$ cat config.mk
export PLATFORM = sky130hd
export DESIGN_NAME = cbcc_top
export DESIGN_NICKNAME = d
export VERILOG_FILES = /design/src/pkg/cbcc_pkg.sv /design/src/hw/cbcc_top.sv
export SDC_FILE = /design/constraint.sdc
export NUM_CORES = 2
export LEC_CHECK = 0
export BUFFER_PORTS_ARGS = -buffer_cell sky130_fd_sc_hd__buf_2
export CELL_PAD_IN_SITES_DETAIL_PLACEMENT = 1
export CELL_PAD_IN_SITES_GLOBAL_PLACEMENT = 1
export CORE_UTILIZATION = 24
export DETAILED_ROUTE_END_ITERATION = 8
export PLACE_DENSITY_LB_ADDON = 0.2
export SLEW_MARGIN = 20
export SYNTH_ARGS = -nofsm -noshare
export SYNTH_HDL_FRONTEND = slang
export SYNTH_HIERARCHICAL = 1
export SYNTH_SLANG_ARGS = --single-unit
$ cat constraint.sdc
create_clock -name clk -period 22.9 [get_ports clk]
set_clock_uncertainty 0.15 [all_clocks]
set_input_delay 0 -clock clk [delete_from_list [all_inputs] [get_ports clk]]
set_output_delay 0 -clock clk [all_outputs]
set_load 0.02 [all_outputs]
$ cat src/pkg/cbcc_pkg.sv
// Constants and types for the bus cycle capture block
package cbcc_pkg;
  localparam int DATA_W = 32;
  localparam int ADDR_W = 32;
  localparam int ADDR_HI_W = 30;
  localparam int STAT_W = 4;
  localparam int BE_W = 4;
  localparam int FIFO_DEPTH = 16;
  localparam int ENTRY_W = ADDR_HI_W + STAT_W + DATA_W + 2 + 1;
  // Entry field positions
  localparam int E_BUS_SIZE_HALF = 0;
  localparam int E_A10 = 1;
  localparam int E_DATA = 3;
  localparam int E_STAT = E_DATA + DATA_W;
  localparam int E_ADDR = E_STAT + STAT_W;
  // Timing
  localparam int CLK_PERIOD_PS = 4000;
  localparam int CAP_DELAY_PS = 8000;
  localparam int CAP_DELAY_CYC = (CAP_DELAY_PS + CLK_PERIOD_PS - 1) / CLK_PERIOD_PS;
  localparam int PULSE_CYC = 2;
  localparam int CNT_W = 2;
  // Reset and phase reference values
  localparam logic PHASE_RST = 1'b0;
  localparam logic PHASE_AFTER_REF = 1'b0;
  typedef enum {C_IDLE, C_BUSY, C_PIPE} cbcc_cyc_type;
  typedef enum {O_IDLE, O_WAIT, O_PULSE} cbcc_out_type;
endpackage : cbcc_pkg

$ cat src/hw/cbcc_top.sv
// Bus cycle capture logic and its entry FIFO
module cbcc_fifo #(
  parameter int WIDTH = 8,
  parameter int DEPTH = 16
) (
  input wire logic clk,
  input wire logic reset_n,
  input wire logic in_valid,
  output logic in_ready,
  input wire logic [WIDTH-1:0] in_data,
  output logic out_valid,
  input wire logic out_ready,
  output logic [WIDTH-1:0] out_data
);
  localparam int PW = $clog2(DEPTH);
  logic [WIDTH-1:0] mem_ff [DEPTH];
  logic [PW-1:0] wr_ff, rd_ff, nxt_wr, nxt_rd;
  logic [PW:0] cnt_ff, nxt_cnt;
  logic do_wr, do_rd;
  assign in_ready = (cnt_ff != DEPTH[PW:0]);
  assign out_valid = (cnt_ff != '0);
  assign out_data = mem_ff[rd_ff];
  assign do_wr = in_valid & in_ready;
  assign do_rd = out_valid & out_ready;
  always_comb begin
    nxt_wr = do_wr ? wr_ff + 1'b1 : wr_ff;
    nxt_rd = do_rd ? rd_ff + 1'b1 : rd_ff;
    nxt_cnt = cnt_ff + {{PW{1'b0}}, do_wr} - {{PW{1'b0}}, do_rd};
  end
  always_ff @(posedge clk) begin
    if (!reset_n) begin
      wr_ff <= '0;
      rd_ff <= '0;
      cnt_ff <= '0;
    end else begin
      wr_ff <= nxt_wr;
      rd_ff <= nxt_rd;
      cnt_ff <= nxt_cnt;
    end
    if (do_wr) begin
      mem_ff[wr_ff] <= in_data;
    end
  end
endmodule : cbcc_fifo

module cbcc_top #(
  parameter int DEPTH = cbcc_pkg::FIFO_DEPTH
) (
  input wire logic clk,
  input wire logic reset_n,
  input wire logic addr_strobe_n,
  input wire logic cycle_ready_n,
  input wire logic [cbcc_pkg::BE_W-1:0] byte_enables_n,
  input wire logic [cbcc_pkg::ADDR_HI_W-1:0] addr_in,
  input wire logic [cbcc_pkg::STAT_W-1:0] status_in,
  input wire logic [cbcc_pkg::DATA_W-1:0] data_in,
  input wire logic bus_size_half_n,
  input wire logic hold_acknowledge,
  input wire logic hold_gate_jumper,
  input wire logic phase_ref,
  input wire logic analyzer_ready,
  output logic [cbcc_pkg::ADDR_HI_W-1:0] addr_out_ff,
  output logic synth_addr_bit0_ff,
  output logic synth_addr_bit1_ff,
  output logic [cbcc_pkg::STAT_W-1:0] status_out_ff,
  output logic [cbcc_pkg::DATA_W-1:0] data_out_ff,
  output logic bus_size_half_ff,
  output logic clk_j_ff,
  output logic clk_k_ff,
  output logic overflow_ff
);
  import cbcc_pkg::*;

  // Pin synchronisers
  localparam int IN_W = ADDR_HI_W + STAT_W + DATA_W + BE_W + 7;
  logic [IN_W-1:0] raw, s1_ff, s2_ff, s3_ff, stab_ff, nxt_stab;
  assign raw = {analyzer_ready, phase_ref, hold_gate_jumper, hold_acknowledge, bus_size_half_n,
                cycle_ready_n, addr_strobe_n, byte_enables_n, status_in, addr_in, data_in};
  genvar gi;
  generate
    for (gi = 0; gi < IN_W; gi++) begin : g_sync
      always_comb begin
        nxt_stab[gi] = (s2_ff[gi] == s3_ff[gi]) ? s3_ff[gi] : stab_ff[gi];
      end
      always_ff @(posedge clk) begin
        if (!reset_n) begin
          s1_ff[gi] <= 1'b1;
          s2_ff[gi] <= 1'b1;
          s3_ff[gi] <= 1'b1;
          stab_ff[gi] <= 1'b1;
        end else begin
          s1_ff[gi] <= raw[gi];
          s2_ff[gi] <= s1_ff[gi];
          s3_ff[gi] <= s2_ff[gi];
          stab_ff[gi] <= nxt_stab[gi];
        end
      end
    end
  endgenerate

  logic [DATA_W-1:0] data_s;
  logic [ADDR_HI_W-1:0] addr_s;
  logic [STAT_W-1:0] stat_s;
  logic [BE_W-1:0] be_n_s;
  logic strobe_n_s, ready_n_s, bus_size_half_n_s, hold_s, jumper_s, ref_s, an_rdy_s;
  assign {an_rdy_s, ref_s, jumper_s, hold_s, bus_size_half_n_s, ready_n_s, strobe_n_s,
          be_n_s, stat_s, addr_s, data_s} = stab_ff;

  logic registered_addr_strobe, registered_cycle_done;
  assign registered_addr_strobe = ~strobe_n_s;
  assign registered_cycle_done = ~ready_n_s;

  // Recreated phase clock
  logic phase_ff, nxt_phase;
  always_comb begin
    nxt_phase = ref_s ? PHASE_AFTER_REF : ~phase_ff;
  end
  always_ff @(posedge clk) begin
    if (!reset_n) begin
      phase_ff <= PHASE_RST;
    end else begin
      phase_ff <= nxt_phase;
    end
  end

  // Cycle tracking
  cbcc_cyc_type cst_ff, nxt_cst;
  logic gap_ff, nxt_gap, pipe_ff, nxt_pipe, cycle_end, cap, push, fifo_in_ready;
  logic [ADDR_HI_W-1:0] cur_addr_ff, nxt_cur_addr;
  logic [STAT_W-1:0] cur_stat_ff, nxt_cur_stat;
  logic [BE_W-1:0] cur_be_ff, nxt_cur_be;
  logic cur_bus_size_half_ff, nxt_cur_bus_size_half;
  logic [1:0] a10;
  logic [ENTRY_W-1:0] push_word;

  assign cycle_end = (cst_ff == C_BUSY) & phase_ff & registered_cycle_done;
  assign push = cycle_end;

  always_comb begin
    // Position of lowest asserted enable
    a10 = 2'b00;
    if (cur_be_ff[0]) begin
      if (!cur_be_ff[1]) begin
        a10 = 2'b01;
      end else if (!cur_be_ff[2]) begin
        a10 = 2'b10;
      end else if (!cur_be_ff[3]) begin
        a10 = 2'b11;
      end
    end
  end
  assign push_word = {cur_addr_ff, cur_stat_ff, data_s, a10, cur_bus_size_half_ff};

  always_comb begin
    nxt_cst = cst_ff;
    nxt_gap = gap_ff;
    nxt_pipe = pipe_ff;
    cap = 1'b0;
    case (cst_ff)
      C_IDLE: begin
        if (registered_addr_strobe) begin
          cap = 1'b1;
          nxt_cst = C_BUSY;
          nxt_gap = 1'b0;
          nxt_pipe = 1'b0;
        end
      end
      C_BUSY: begin
        if (!registered_addr_strobe) begin
          nxt_gap = 1'b1;
        end else if (gap_ff && phase_ff) begin
          nxt_pipe = 1'b1;
        end
        if (cycle_end) begin
          nxt_cst = (pipe_ff || (gap_ff && registered_addr_strobe)) ? C_PIPE : C_IDLE;
        end
      end
      C_PIPE: begin
        cap = 1'b1;
        nxt_cst = C_BUSY;
        nxt_gap = 1'b0;
        nxt_pipe = 1'b0;
      end
      default: begin
        nxt_cst = C_IDLE;
      end
    endcase
    nxt_cur_addr = cap ? addr_s : cur_addr_ff;
    nxt_cur_stat = cap ? stat_s : cur_stat_ff;
    nxt_cur_be = cap ? be_n_s : cur_be_ff;
    nxt_cur_bus_size_half = cap ? ~bus_size_half_n_s : cur_bus_size_half_ff;
  end
  always_ff @(posedge clk) begin
    if (!reset_n) begin
      cst_ff <= C_IDLE;
      gap_ff <= 1'b0;
      pipe_ff <= 1'b0;
      cur_addr_ff <= '0;
      cur_stat_ff <= '0;
      cur_be_ff <= '1;
      cur_bus_size_half_ff <= 1'b0;
    end else begin
      cst_ff <= nxt_cst;
      gap_ff <= nxt_gap;
      pipe_ff <= nxt_pipe;
      cur_addr_ff <= nxt_cur_addr;
      cur_stat_ff <= nxt_cur_stat;
      cur_be_ff <= nxt_cur_be;
      cur_bus_size_half_ff <= nxt_cur_bus_size_half;
    end
  end

  // Entry buffer
  logic fifo_valid, fifo_pop;
  logic [ENTRY_W-1:0] fifo_word;
  cbcc_fifo #(.WIDTH(ENTRY_W), .DEPTH(DEPTH)) u_fifo (
    .clk(clk),
    .reset_n(reset_n),
    .in_valid(push),
    .in_ready(fifo_in_ready),
    .in_data(push_word),
    .out_valid(fifo_valid),
    .out_ready(fifo_pop),
    .out_data(fifo_word)
  );

  // Output stage and analyzer clocks
  cbcc_out_type ost_ff, nxt_ost;
  logic [CNT_W-1:0] cnt_ff, nxt_cnt;
  logic nxt_clk, nxt_ovf, gate;
  assign gate = hold_s & jumper_s;
  assign fifo_pop = (ost_ff == O_IDLE) & fifo_valid & an_rdy_s;
  always_comb begin
    nxt_ost = ost_ff;
    nxt_cnt = cnt_ff;
    case (ost_ff)
      O_IDLE: begin
        if (fifo_pop) begin
          nxt_ost = O_WAIT;
          nxt_cnt = '0;
        end
      end
      O_WAIT: begin
        nxt_cnt = cnt_ff + 1'b1;
        if (cnt_ff == CNT_W'(CAP_DELAY_CYC - 1)) begin
          nxt_ost = O_PULSE;
          nxt_cnt = '0;
        end
      end
      O_PULSE: begin
        nxt_cnt = cnt_ff + 1'b1;
        if (cnt_ff == CNT_W'(PULSE_CYC - 1)) begin
          nxt_ost = O_IDLE;
        end
      end
      default: begin
        nxt_ost = O_IDLE;
      end
    endcase
    nxt_clk = (nxt_ost == O_PULSE) & ~gate;
    nxt_ovf = overflow_ff | (push & ~fifo_in_ready);
  end
  always_ff @(posedge clk) begin
    if (!reset_n) begin
      ost_ff <= O_IDLE;
      cnt_ff <= '0;
      clk_j_ff <= 1'b0;
      clk_k_ff <= 1'b0;
      overflow_ff <= 1'b0;
      addr_out_ff <= '0;
      synth_addr_bit0_ff <= 1'b0;
      synth_addr_bit1_ff <= 1'b0;
      status_out_ff <= '0;
      data_out_ff <= '0;
      bus_size_half_ff <= 1'b0;
    end else begin
      ost_ff <= nxt_ost;
      cnt_ff <= nxt_cnt;
      clk_j_ff <= nxt_clk;
      clk_k_ff <= nxt_clk;
      overflow_ff <= nxt_ovf;
      if (fifo_pop) begin
        addr_out_ff <= fifo_word[E_ADDR +: ADDR_HI_W];
        status_out_ff <= fifo_word[E_STAT +: STAT_W];
        data_out_ff <= fifo_word[E_DATA +: DATA_W];
        synth_addr_bit0_ff <= fifo_word[E_A10];
        synth_addr_bit1_ff <= fifo_word[E_A10 + 1];
        bus_size_half_ff <= fifo_word[E_BUS_SIZE_HALF];
      end
    end
  end
endmodule : cbcc_top

* Word-level counts from Yosys, hierarchy flattened
Memories as Yosys holds them, arrays and structs flattened. A register that Yosys moved wholly into a read port is not among the register bits.
Index checks and enable logic that the tools add are counted.
** Storage, ports and cells
- Memories :: 1
- Word-level logic and storage cells :: 477
- Flip-flop bits (word level) :: 431
- Bits in writable memories :: 1104
** Memories
- u_fifo.mem_ff :: depth 16, bits a word 69, rd ports 1, clocked after Yosys merged registers in 1, wr ports 1, line cbcc_top.sv:16 : logic [WIDTH-1:0] mem_ff [DEPTH];
** Cells by class
- Equal/unequal tests :: 91
- Mux-type cells :: 25
- Add/sub/neg operators :: 5
- Reduce and logical (&&, ||, !) cells :: 15
- Bitwise operators :: 17
** Operators with widths (number)
- 32-bit case mux with 3 select lines :: 2
- 32-bit 2-to-1 mux :: 5
- 32-bit by 2-bit == test with 1-bit output (second input constant) :: 3
- 32-bit zero test :: 3
- 1-bit == test :: 77
- 32-bit by 1-bit == test with 1-bit output (second input constant) :: 2
- 32-bit by 3-bit == test with 1-bit output (second input constant) :: 1
- 2-bit 2-to-1 mux :: 7
- 2-bit inequality test (second input constant) :: 5
- 1-bit bitwise AND :: 9
- 4-bit by 1-bit adder with 4-bit output (second input constant) :: 2
- 1-bit 2-to-1 mux :: 7
- 1-bit NOT :: 7
- 1-bit case mux with 3 select lines :: 2
- 2-bit case mux with 3 select lines :: 1
- 3-bit nonzero test :: 2
- 5-bit by 1-bit adder with 5-bit output :: 1
- 5-bit inequality test (second input constant) :: 1
- 5-bit nonzero test :: 1
- 5-bit by 1-bit subtractor with 5-bit output :: 1
- 2-bit AND reduction :: 2
- 4-bit AND reduction :: 1
- 3-bit AND reduction :: 1
- 2-bit by 1-bit adder with 2-bit output (second input constant) :: 1
- other kinds (8) :: 9

* Depth between registers and ports, before layout
- Depth in word-level cells :: 7
- Mapped depth :: 18

* Cells and area by module
The synthesis kept the hierarchy.
** By module, submodules not included
- cbcc_fifo :: area each 42159.2 sq um, cells an instance 1792, times used 1
- cbcc_top :: area each 14042.2 sq um, cells an instance 1300, times used 1

* Least setup slack after synthesis
No wires, ideal clock.
- Path type :: flip-flop to flip-flop
- Start point :: register cst_ff[0]
- End point :: memory u_fifo/mem_ff[3][0] (netlist bit) (enable)
- Period minus slack after synthesis :: 8402 ps
- Data required time :: 22084 ps
- Setup time :: 666 ps
- Slack :: 14498 ps
- Stages on the path, launching flop included :: 7
- Arrival time :: 7586 ps
- Cells stage by stage :: dfxtp_1 > nor2b_1 > nand3b_1 > inv_1 > nand2_1 > buf_2 > nor4_1
** On the way
- Word-level cells in the longest chain between the ends :: 6
** RTL lines
- start, declared :: line cbcc_top.sv:127 : cbcc_cyc_type cst_ff, nxt_cst;
- start signal, assigned :: line cbcc_top.sv:203 : cst_ff <= nxt_cst;
- 32-bit by 2-bit == test with 1-bit output :: line cbcc_top.sv:136 : assign cycle_end = (cst_ff == C_BUSY) & phase_ff & registered_cycle_done;
- 1-bit bitwise AND (2 in a row) :: line cbcc_top.sv:136
- named net cycle_end :: line cbcc_top.sv:128 : logic gap_ff, nxt_gap, pipe_ff, nxt_pipe, cycle_end, cap, push, fifo_in_ready;
- 1-bit bitwise AND :: line cbcc_top.sv:23 : assign do_wr = in_valid & in_ready;
- 1-bit 2-to-1 mux :: line cbcc_top.sv:40 : if (do_wr) begin
- 1-bit 2-to-1 mux (implied by the code) :: line cbcc_top.sv:41 : mem_ff[wr_ff] <= in_data;
- end, declared :: line cbcc_top.sv:16
The timed path passes the listed nets, and every way through them passes these cells.

==> results.cfg <==
[timing]
fin_hold_ws_ns = 0.0364
final.min_clock_period_ns = 4.07
slew_headroom_pct = 27.3
rsz0062_at_grt = no
setup_viol = 0
maxClockFrequency_mhz = 246
hold_viol = 0
worstMarginPinSlew_ns = 1.09
maxSlewViolCount = 0
setup-tns-final_ns = 0
fin_crit_sh_pct = 17.8

[final_layout]
drive_gt1_share_pct = 20.7
syn_to_final_growth_pct = 21.3
final_cell_area_um2 = 68200
postLayoutCoreUtil_pct = 29.3
layout_commonest_cell = edfxtp_1
most-common-layout-cells = edfxtp_1 (1104), dfxtp_1 (472), mux4_2 (273)
nets = 3610

[worst_setup_path]
worstSetupPathType = reg2reg
setup.worst_path.start_class = flop
worstPathArrival_ns = 4.58
worst_setup_path_end_kind = flop
worstPathMaxFanout = 44
cp.required_ns = 23.41

[global_routing]
grt_pass1_vias = 31000
grt_pass1_wl_um = 218000
grt_max_degree = 188
antenna_found_initial = 3
grt.overflow.total = 0
grt_use_total_pct = 12.6

[worst_hold_path]
hp-class = in2reg
hp-start = reset_n

[clock_network]
htree_num_levels = 4
cts_tree = built
clk-insertion-delay-late_ns = 0.81
clock-sinks = 1578
clockBufferDepth = 3
clk_pin_slew_ns = 0.06
clock-root-buffer = clkbuf_16
cts_resized = 0
cts_buffers = 180

[floorplan]
start_util_pct = 24.1
die_y_um = 486
rows = 177
core_area_um2 = 233000
ios = 151
die_w_um = 486
dieArea_um2 = 236000

[flow_run]
maxCapViolations = 0

[placed_design]
post_dp_cell_area_um2 = 60600
io_buffer_count = 150
dp.final_hpwl_um = 72900
gp_congestion = 0.672

[yosys]
async_flop_share_pct = 0
ys_seq_elements = 1578
ys_top_cells_by_area = edfxtp_1 (59%), dfxtp_1 (17%), mux4_2 (11%)
synthFlopType = edfxtp_1
syn_inst = 3092
seq_area_frac_synth_pct = 75.9
yosysTopAreaCell = edfxtp_1
syn_area_um2 = 56200
synth_edf_count = 1104
yosysWarnings = 6
ys_types = 48
avgSynthCellArea_um2 = 18.2
netlist.area_leader.share_pct = 59.0

[power_and_ir_drop]
irDropWorstVdd_mv = 0.0794
power_density_nw_per_um2 = 86.7
p_leak_nw = 22.3
total_power_w = 0.00591

[route]
dr.first_iter.drc_count = 1765
routed_wl_um = 149000
vias = 28700
wl_per_cell_um = 21.8
first_pass_iters = 5
via_per_inst = 4.21
drc = 0
ant_nets = 0

[status]
status = finished clean
## final timing paths
| kind | endpoint | slack, ns | cells past startpoint |
|---|---|---|---|
| max reg2reg | addr_out_ff[19] | 18.83 | 7 |
| min reg2reg | s2_ff[65] | 0.25 | 1 |
| min | s3_ff[73] | 0.04 | 3 |
| max | addr_out_ff[19] | 18.83 | 7 |
## cell type report
type	count	area, µm²
fillers	23900	165000
flip-flops and latches	1578	42600
multi-input cells	1361	12800
clock buffers	265	5040
well taps	3132	3920
repair buffers	380	3010
clock inverters	71	712
inverters	16	60.1
diodes	2	5.00
## power breakdown
part | internal (W) | switching [W]
Sequential | 0.00304 | 0.0000105
Clock | 0.00162 | 0.00118
Combinational | 0.0000364 | 0.0000272
Total | 0.00470 | 0.00122
## logic make-up after synthesis
| kind of cell | count (synthesis) | synth area share (%) |
|---|---|---|
| DFF | 1578 | 75.9 |
| buffers and inverters | 182 | 1.75 |
| muxes | 347 | 12.3 |
| AOI/OAI and AO/OA | 353 | 4.08 |
| and+or+nand+nor | 609 | 5.51 |
| xor gates and xnor gates | 8 | 0.125 |
| adders and majority gates | 14 | 0.325 |
| other | 1 | 0.00667 |
## flip-flops by register name, summed over array words and instances (netlist names), 5 cells and up, named ones only
signal,cells
ost_ff,32
data_out_ff,32
data_s,32
u_fifo/cnt_ff,5
cur_addr_ff,30
s2_ff,77
addr_out_ff,30
s3_ff,77
addr_s,30
s1_ff,77
u_fifo/mem_ff,1104
## layer usage
metal,vias to the layer above,GRT usage (%),part of all wire [%]
li1,12800,-,-
met1,15200,16.6,46
met2,464,21.1,48
met3,210,2.45,3.9
met4,0,3.29,2.0
met5,-,0,0
## synth_stat cells (6+ instances only)
library cell  count
nor2_1           91
a21oi_1          80
nand3_1           8
buf_2            30
edfxtp_1       1104
buf_12            7
buf_4             8
ha_1             13
clkbuf_1         84
nor4_1            7
inv_1            16
dfxtp_1         474
and2_1           20
nand2b_1        234
o21ai_0          86
xnor2_1           6
a22o_1           34
nand2_1         221
buf_1            22
mux2i_1          71
buf_6            14
mux4_2          273
a22oi_1         138
## worst max-delay path: stages, from the launching register on
cell and delay (ns):
dfxtp_4 0.94, buf_4 0.85, buf_4 0.82, mux4_1 0.65
a22oi_1 0.20, nand2_1 0.10, nand2_1 0.06, mux2i_1 0.09
## what timing repair did
item | 4_1_cts | 5_1_grt
hold buffers | 181 | 0
setup buffers | 0 | 0
hold endpoints to repair | 166 | 0
## metrics by stage
stage               std cells  worst slack (ns)
floorplan                3121             14.50
global placement         6286             18.62
detailed placement       6286             18.66
CTS                      6803             18.60
global route             6804             18.36
finish                   6805             18.83
No activity file was read; power rests on OpenSTA's default activity.
